[config.mk]
export PLATFORM = sky130hd
export DESIGN_NAME = qbp_ports
export DESIGN_NICKNAME = d
export VERILOG_FILES = /design/src/common/qbp_pkg.sv /design/src/qbp_ports.sv
export SDC_FILE = /design/constraint.sdc
export NUM_CORES = 1
export LEC_CHECK = 0
export ABC_AREA = 1
export CORE_MARGIN = 4
export CORE_UTILIZATION = 45
export CTS_CLUSTER_SIZE = 20
export DETAILED_ROUTE_END_ITERATION = 8
export DONT_BUFFER_PORTS = 1
export PLACE_DENSITY_LB_ADDON = 0.2
export SLEW_MARGIN = 40
export SYNTH_ARGS = -nofsm -noshare
export SYNTH_HDL_FRONTEND = slang
export SYNTH_SLANG_ARGS = --single-unit
[constraint.sdc]
create_clock -name clk_in -period 12.4 [get_ports clk_in]
set_input_delay 1.24 -clock clk_in [delete_from_list [all_inputs] [get_ports clk_in]]
set_output_delay 1.24 -clock clk_in [all_outputs]
set_load 0.05 [all_outputs]
[src/common/qbp_pkg.sv]
package qbp_pkg;
    // ==========================================================
    // Port geometry and reset values
    // ==========================================================
    localparam int          PORT_COUNT  = 4;
    localparam int          PORT_WIDTH  = 8;
    localparam logic [7:0]  LATCH_RESET = 8'hff;
    localparam logic [7:0]  LATCH_FORCE = 8'hff;
    localparam logic [7:0]  SYNC_RESET  = 8'hff;
    localparam logic [7:0]  RD_RESET    = 8'h00;
    localparam logic [3:0]  SLOT_RESET  = 4'h0;
    // ==========================================================
    // Port indices
    // ==========================================================
    localparam logic [1:0]  PORT_ZERO   = 2'h0;
    localparam logic [1:0]  PORT_ONE    = 2'h1;
    localparam logic [1:0]  PORT_TWO    = 2'h2;
    localparam logic [1:0]  PORT_THREE  = 2'h3;
    // ==========================================================
    // Timing
    // ==========================================================
    localparam int          CLK_PER_MC  = 12;
    localparam logic [3:0]  SLOT_LAST   = 4'hb;
    localparam int          SYNC_STAGES = 2;
endpackage

[src/qbp_ports.sv]
`timescale 1ns/1ns
// Operation
// Thirty-two lines in four 8-bit ports, each line input or output.
// Latch bit 0 turns on pull-down, driving pin low.
// Latch bit 1 releases pull-down; pull-up raises quasi-bidirectional pins.
// Software writes 1 to a latch bit before using it as input.
// Reset sets all latch bits high, so every line is input.
// Latch captures internal bus value on port write strobe.
// Two reads per port: latch value and pin level.
// Ports one to three are quasi-bidirectional; input needs latch high.
// Port zero as I/O is open-drain, floating when latch high.
// Port zero upper driver active only as external memory bus.
// Port zero external bus input forces its latch to ones.
// External bus disconnects latches; zero set to ones, two holds.
// Read-modify-write uses latch value and writes result back.
// New latch value reaches pin after next machine cycle end.
// Pin reads pass through a two-stage synchronizer.
module qbp_ports
    import qbp_pkg::*;
(
    input  wire logic        clk_in,
    input  wire logic        sys_rst_in,
    input  wire logic [1:0]  port_sel_in,
    input  wire logic        wr_strobe_in,
    input  wire logic [7:0]  wr_data_in,
    input  wire logic        rmw_read_in,
    output logic      [7:0]  rd_data_out,
    input  wire logic        ext_bus_in,
    input  wire logic        ext_drive_in,
    input  wire logic        ext_data_in_in,
    input  wire logic [7:0]  ext_addr_lo_in,
    input  wire logic [7:0]  ext_addr_hi_in,
    input  wire logic [7:0]  port_zero_in,
    input  wire logic [7:0]  port_one_in,
    input  wire logic [7:0]  port_two_in,
    input  wire logic [7:0]  port_three_in,
    output logic      [7:0]  port_zero_out,
    output logic      [7:0]  port_zero_oe_out,
    output logic      [7:0]  port_one_out,
    output logic      [7:0]  port_one_oe_out,
    output logic      [7:0]  port_two_out,
    output logic      [7:0]  port_two_oe_out,
    output logic      [7:0]  port_three_out,
    output logic      [7:0]  port_three_oe_out,
    output logic             slot_last_out
);
    // ==========================================================
    // State
    // ==========================================================
    typedef struct packed {
        logic [3:0][7:0] latch;
        logic [3:0][7:0] stage;
        logic [3:0][7:0] sync_a;
        logic [3:0][7:0] sync_b;
        logic [3:0]      slot;
        logic [7:0]      rd_data;
    } qbp_state_s;

    qbp_state_s      st;
    qbp_state_s      next_st;
    logic [3:0][7:0] pins;
    logic [7:0]      drv_zero;
    logic [7:0]      oe_zero;
    logic [7:0]      drv_two;
    logic [7:0]      oe_two;
    logic            bus_drive;
    logic            bus_receive;

    // ==========================================================
    // Helper functions
    // ==========================================================
    // Select one port row of a four-port array
    function automatic logic [7:0] qbp_pick(
        input logic [3:0][7:0] rows,
        input logic [1:0]      idx
    );
        logic [7:0] row;
        row = rows[PORT_ZERO];
        if (idx == PORT_ONE) begin
            row = rows[PORT_ONE];
        end else if (idx == PORT_TWO) begin
            row = rows[PORT_TWO];
        end else if (idx == PORT_THREE) begin
            row = rows[PORT_THREE];
        end
        return row;
    endfunction

    // Pull-down enable: on where the staged latch bit is low
    function automatic logic [7:0] qbp_pull_down(
        input logic [7:0] stage
    );
        return ~stage;
    endfunction

    // Machine cycle slot step, wrapping after the last slot
    function automatic logic [3:0] qbp_slot_next(
        input logic [3:0] slot
    );
        logic [3:0] nxt;
        if (slot == SLOT_LAST) begin
            nxt = SLOT_RESET;
        end else begin
            nxt = slot + 4'h1;
        end
        return nxt;
    endfunction

    // ==========================================================
    // Pin gathering
    // ==========================================================
    // All 32 lines seen as four rows of eight
    assign pins = {port_three_in, port_two_in, port_one_in, port_zero_in};

    // Bus phases of port zero
    assign bus_receive = ext_bus_in && ext_data_in_in;
    assign bus_drive   = ext_bus_in && ext_drive_in && !ext_data_in_in;

    // ==========================================================
    // Next state
    // ==========================================================
    always_comb begin
        next_st = st;
        // Machine cycle slot counter
        next_st.slot = qbp_slot_next(st.slot);
        // Output stage samples latch once per machine cycle
        if (st.slot == SLOT_LAST) begin
            next_st.stage = st.latch;
        end
        // Two-stage pin synchronizer; only sync_b is read
        next_st.sync_a = pins;
        next_st.sync_b = st.sync_a;
        // Latch write, also read-modify-write write-back
        for (int p = 0; p < PORT_COUNT; p++) begin
            if (wr_strobe_in && port_sel_in == 2'(p)) begin
                next_st.latch[p] = wr_data_in;
            end
        end
        // Bus use of port zero forces latch high, over any write
        if (ext_bus_in) begin
            next_st.latch[PORT_ZERO] = LATCH_FORCE;
        end
        // Latch read for read-modify-write, else synchronized pins
        if (rmw_read_in) begin
            next_st.rd_data = qbp_pick(st.latch, port_sel_in);
        end else begin
            next_st.rd_data = qbp_pick(st.sync_b, port_sel_in);
        end
    end

    // ==========================================================
    // State register
    // ==========================================================
    always_ff @(posedge clk_in or posedge sys_rst_in) begin
        if (sys_rst_in) begin
            st.latch   <= {PORT_COUNT{LATCH_RESET}};
            st.stage   <= {PORT_COUNT{LATCH_RESET}};
            st.sync_a  <= {PORT_COUNT{SYNC_RESET}};
            st.sync_b  <= {PORT_COUNT{SYNC_RESET}};
            st.slot    <= SLOT_RESET;
            st.rd_data <= RD_RESET;
        end else begin
            st <= next_st;
        end
    end

    // ==========================================================
    // Output stages
    // ==========================================================
    // Port zero: bus drive, bus receive, or open-drain I/O
    always_comb begin
        drv_zero = 8'h00;
        oe_zero  = 8'h00;
        if (bus_drive) begin
            drv_zero = ext_addr_lo_in;
            oe_zero  = 8'hff;
        end else if (bus_receive) begin
            drv_zero = 8'h00;
            oe_zero  = 8'h00;
        end else if (ext_bus_in) begin
            drv_zero = 8'h00;
            oe_zero  = 8'h00;
        end else begin
            drv_zero = 8'h00;
            oe_zero  = qbp_pull_down(st.stage[PORT_ZERO]);
        end
    end
    assign port_zero_out    = drv_zero;
    assign port_zero_oe_out = oe_zero;

    // Port two: high address on the bus, latch held and unseen
    always_comb begin
        if (ext_bus_in) begin
            drv_two = ext_addr_hi_in;
            oe_two  = 8'hff;
        end else begin
            drv_two = st.stage[PORT_TWO];
            oe_two  = qbp_pull_down(st.stage[PORT_TWO]);
        end
    end
    assign port_two_out    = drv_two;
    assign port_two_oe_out = oe_two;

    // Quasi ports: low driven hard, high released to pull-up
    // Strong pull-up pulse on a rising edge is left to the pad
    assign port_one_out      = st.stage[PORT_ONE];
    assign port_one_oe_out   = qbp_pull_down(st.stage[PORT_ONE]);
    assign port_three_out    = st.stage[PORT_THREE];
    assign port_three_oe_out = qbp_pull_down(st.stage[PORT_THREE]);

    // ==========================================================
    // Read data and slot marker
    // ==========================================================
    assign rd_data_out   = st.rd_data;
    assign slot_last_out = (st.slot == SLOT_LAST);
endmodule
Yosys cells after proc, flatten, opt, wreduce, memory -nomap -nowiden

Cells that the tools add are included.
W data, S select, Z words.

Output and inout bits: 73
Input bits: 65
Logic and storage cells: 53
Register bits: 140

Eq/ne operators: 4
Reductions and logical operators: 10
Bitwise logic cells: 4
$add $sub $neg: 1
Muxes and demuxes: 16

Operators with widths:

| kind                  | count |
|---|---|
| $mux W8               | 15 |
| $not A8 Y8            | 4 |
| $logic_and A1 B1 Y1   | 7 |
| $add A4 B1 Y4 const B | 1 |
| $eq A2 B2 Y1 const B  | 2 |
| $eq A4 B4 Y1 const B  | 1 |
| $mux W4               | 1 |
| $eq A2 B1 Y1 const B  | 1 |
| $logic_not A2 Y1      | 1 |
| $reduce_bool A2 Y1    | 1 |
| $logic_not A1 Y1      | 1 |

Depth between registers and ports, before layout

Depth after elaboration: 5
Mapped depth: 8
Depth with buffers taken out: 7

Worst setup path after synthesis

No wires, ideal clock.

Path type: input -> output
Start point: in ext_bus_in
End point: out port_zero_oe_out[0]
Path slack: 8.518 ns
Cell stages on the path: 3
Arrival time: 2.642 ns
Required time: 11.160 ns
Path buffers: 2
Path through: buf_4 -> buf_2 -> o21ai_0

Longest elaborated chain between the ends: 3
Elaborated cells on any way between the ends: 6
Those cells by class: mux: 3; reduce/logical: 3

Ends and longest elaborated chain:

| element                                        | RTL line                           | source |
|---|---|---|
| start, declared                                | qbp_ports.sv:28                    | `input wire logic ext_bus_in,` |
| $mux W8, or another cell as far along          | qbp_ports.sv:180                   | `end else if (ext_bus_in) begin` |
| $mux W8 or $logic_and A1 B1 Y1 (tied branches) | qbp_ports.sv:177, qbp_ports.sv:117 |  |
| $mux W8 (*)                                    | qbp_ports.sv:174                   | `if (bus_drive) begin` |
| end, declared                                  | qbp_ports.sv:38                    | `output logic [7:0] port_zero_oe_out,` |

Every way passes the cells marked *; elsewhere a longest branch is shown, timed or not.

Worst setup path in the final report

Start point: in ext_bus_in
End point: out port_zero_out[1]

Longest elaborated chain between the ends: 3

Ends and longest elaborated chain:

| element                           | RTL line         | source |
|---|---|---|
| $logic_and A1 B1 Y1 (2 in series) | qbp_ports.sv:117 | `assign bus_drive = ext_bus_in && ext_drive_in && !ext_data_in_in;` |
| $mux W8                           | qbp_ports.sv:174 |  |
| end, declared                     | qbp_ports.sv:37  | `output logic [7:0] port_zero_out,` |

Every way passes these cells.

==> impl_summary.log <==
[metrics] status: finished clean
[metrics] number of hold buffers added after cts: 0
[metrics] Sw Ratio: 0.306
[metrics] critical path class: in2out
[metrics] WHS: 0.350 ns
[metrics] HP Class: reg2reg
[metrics] transition time at the pin with the least slew margin: 0.775 ns
[metrics] compound-cell area share of the yosys netlist: 0.0636
[metrics] starting density of the core: 0.461
[metrics] drt total wl: 12100 um
[metrics] clock net sink count: 140
[metrics] cell types with the largest area share after synthesis: sky130_fd_sc_hd__dfstp_2, sky130_fd_sc_hd__nand2_1, sky130_fd_sc_hd__dfrtp_1, sky130_fd_sc_hd__nand3_1, sky130_fd_sc_hd__inv_1
[metrics] crit path DAT: 2.49 ns
[metrics] clock period minus final worst setup slack: 3.73 ns
[metrics] average via count per standard cell: 4.94
[metrics] synthesized net count: 652
[metrics] root buffer cell: sky130_fd_sc_hd__clkbuf_16
[metrics] number of synthesized flops with an enable pin: 0
[metrics] met3 WL: 984 um
[metrics] logic gate share of total power: 0.109
[metrics] first-iteration detailed-routing DRC count: 192
[metrics] Core Box Area: 12700 um^2
[metrics] Worst VDD drop: 107 uV
[metrics] final core area utilization: 0.501
[metrics] Power Internal: 859 uW
[metrics] layout cells sized above 1: 0.349
[metrics] predominant post-synthesis flop cell: sky130_fd_sc_hd__dfstp_2
[metrics] weighted congestion at the end of routability-driven global placement: 0.843
[metrics] vias in the first global route: 3550
[metrics] synth cell count leaders: sky130_fd_sc_hd__nand2_1, sky130_fd_sc_hd__dfstp_2, sky130_fd_sc_hd__inv_1
[metrics] input/output buffers: 0
[metrics] worst-skew pair later-pin latency: 0.43 ns
[metrics] power density of the placed cells: 195 nW/um^2
[metrics] share of power burned in registers: 0.480
[metrics] cell leakage power: 2.81 nW
[metrics] share of synthesized cell area in full adder, half adder and majority cells: 0.00214
[metrics] nets@finish: 620
[metrics] post-CTS setup-driven buffer insertion count: 0
[metrics] met1 layer wirelength in the final routing: 5380 um
[metrics] gate family responsible for the most delay along the worst path: simple AND/OR/NAND/NOR gates
[metrics] worst clock skew on the final layout: 0.0214 ns
[metrics] data required time of the critical path: 11.16 ns
[metrics] number of CTS-inserted buffers: 17
[metrics] Cell Chain, Critical Path: inv_2 > nor2_1 > nand2_1 > nor2_2
[metrics] Critical Path Max Stage Delay: 0.64 ns
[metrics] portion of synthesized cell area occupied by the leading cell type: 0.576
[metrics] detailed placement HPWL: 8180 um
[metrics] initial antenna violation count: 0
[metrics] GR Util All Layers: 0.172
[metrics] switching pwr: 379 uW
[metrics] area added between synthesis and finish: 8.57%
[metrics] Pins Over Slew Limit: 0
[metrics] post_cts resized: 0
[metrics] clock edge transition at the registers on the reported setup and hold paths: 0.06 ns
[metrics] peak clock frequency supported by timing: 268 MHz
[metrics] largest family of logic cells by synthesized area: simple AND/OR/NAND/NOR gates
[metrics] multiplexer share of the synthesized area: 0
[metrics] top layer reached by signal wires: met4
[metrics] average wire length per cell after detail routing: 16.4 um
[metrics] number of design rule violations left after detail routing: 0
[metrics] sequential element share of the synthesized area: 0.627
[metrics] average size of a mapped cell: 9.97 um^2
[metrics] Ys Warns: 0
[metrics] Distinct cells, synth: 25
[metrics] setup violators final: 0
[metrics] worst path bufs/invs: 1
[metrics] number of placed I/O pins: 138
[metrics] number of diodes: 0
[metrics] die extent in y: 122 um
[metrics] Die W: 122 um
[metrics] pin count of the biggest net entering global routing: 91
[metrics] leftover overflow at the end of global routing: 0
[metrics] simple-gate share of the synthesized area: 0.198
[metrics] CTS H-tree lvls: 4
[metrics] sum of negative setup slack: 0 ns
[metrics] Via Count: 3654
[metrics] setup repair after global routing missed its margin: no
[metrics] overall die area: 14900 um^2
[metrics] setup slack of the critical path after layout: 8.67 ns
[metrics] Crit-path slowest cell: sky130_fd_sc_hd__nor2_2
[metrics] library cell with the highest instance count after synthesis: sky130_fd_sc_hd__nand2_1
[metrics] first-pass GRT wire length: 19200 um
[metrics] clk buf depth: 2
[metrics] Max transition margin: 0.482
[metrics] capturing element type of the critical path: primary output
[metrics] reported max-cap violation count: 0
[metrics] crit-path max FO: 25
[metrics] length of the first detailed-routing pass in iterations: 4
[metrics] ratio of final minimum period to clock period: 0.301
[metrics] Final ANT Viol Nets: 0
[metrics] flop and latch count out of synthesis: 140
[metrics] Cell Area, Synth: 5840 um^2
[metrics] num rows: 41
[metrics] cells after synthesis: 586
[metrics] sort of element at the start of the critical path: primary input
[metrics] post-layout power: 1.24 mW
[metrics] cell type contributing the most total cell area after synthesis: sky130_fd_sc_hd__dfstp_2
[metrics] number of inserted filler cells in the final layout: 1186
[metrics] fraction of registers with async set or reset after synthesis: 1.00
[metrics] minimum setup slack after placement: 8.44 ns
[metrics] TritonCTS clock tree: yes
[metrics] synthesized-area fraction occupied by xor and xnor cells: 0
[metrics] Hold Fails Final Rpt: 0
[metrics] metal2 WL: 5590 um
[metrics] part of the total power dissipated in the clock network: 0.411
## placed cells by master, fill, tap and decap left out, drive strengths merged
cell and instances:
o211ai 1, ha 1, nor2 27, nand3b 8
nand2 155, inv 70, dfstp 128, buf 1
clkinv 4, o21ai 66, bufinv 2, dfrtp 12
nor3 8, nand3 61, clkinvlp 3, clkbuf 19
or2 1
## area by class of cell
class | instances | area [um^2] | area share
Sequential cell | 140 | 3660 | 0.578
Multi-Input combinational cell | 328 | 1590 | 0.251
Clock buffer | 19 | 443 | 0.0698
Inverter | 66 | 268 | 0.0422
Tap cell | 172 | 215 | 0.0339
Clock inverter | 13 | 155 | 0.0245
Timing Repair Buffer | 1 | 7.51 | 0.00118
## metrics by stage
stage | instances | cell area (um^2)
after CTS | 739 | 6340
final | 739 | 6340
after global placement | 707 | 5700
after detailed placement | 707 | 5740
after global routing | 739 | 6340
after floorplan | 586 | 5840
## state kept, by name, summed over array words and instances (netlist names)
name            count
rd_data_out         8
port_three_out      8
port_one_out        8
st                 84
next_st            32
## worst paths after layout
check / startpoint / to / slack, ns / depth (start not counted)
setup / recovery: ext_bus_in / port_zero_out[1] / 8.67 / 4
setup reg to reg: st[8]$_DFF_PP0_ / st[8]$_DFF_PP0_ / 10.21 / 7
max in group asynchronous: sys_rst_in / st[8]$_DFF_PP0_ / 10.51 / 2
hold reg to reg: next_st[26]$_DFF_PP1_ / st[26]$_DFF_PP1_ / 0.35 / 0
min in group asynchronous: sys_rst_in / rd_data_out[1]$_DFF_PP0_ / 0.84 / 1
hold / removal: next_st[26]$_DFF_PP1_ / st[26]$_DFF_PP1_ / 0.35 / 0
## worst register-to-register path: stages (launching register included)
cell and delay [ns]:
sky130_fd_sc_hd__dfrtp_1 0.40, sky130_fd_sc_hd__ha_1 0.22, sky130_fd_sc_hd__inv_1 0.08, sky130_fd_sc_hd__nor2_2 0.05
sky130_fd_sc_hd__nand2_2 0.42, sky130_fd_sc_hd__inv_2 0.48, sky130_fd_sc_hd__or2_2 0.42, sky130_fd_sc_hd__inv_1 0.06
## cell families after synthesis
group / after synthesis
compound gates: 67
buf+inv: 118
simple gates: 260
flops: 140
fa+ha+maj: 1
## layer usage
layer	up-vias	global-route usage
met5	-	0
met4	0	0.0588
met3	13	0.0650
met2	147	0.260
met1	1735	0.230
li1	1759	-
## power by group through the flow
stage | registers [mW] | logic (mW) | clock network (mW)
finish | 0.595 | 0.135 | 0.509
global route | 0.601 | 0.148 | 0.545
CTS | 0.596 | 0.137 | 0.522
detailed placement | 0.602 | 0.136 | 0
global placement | 0.601 | 0.134 | 0
floorplan | 0.547 | 0.186 | 0
No activity file was read; power rests on OpenSTA's default activity.
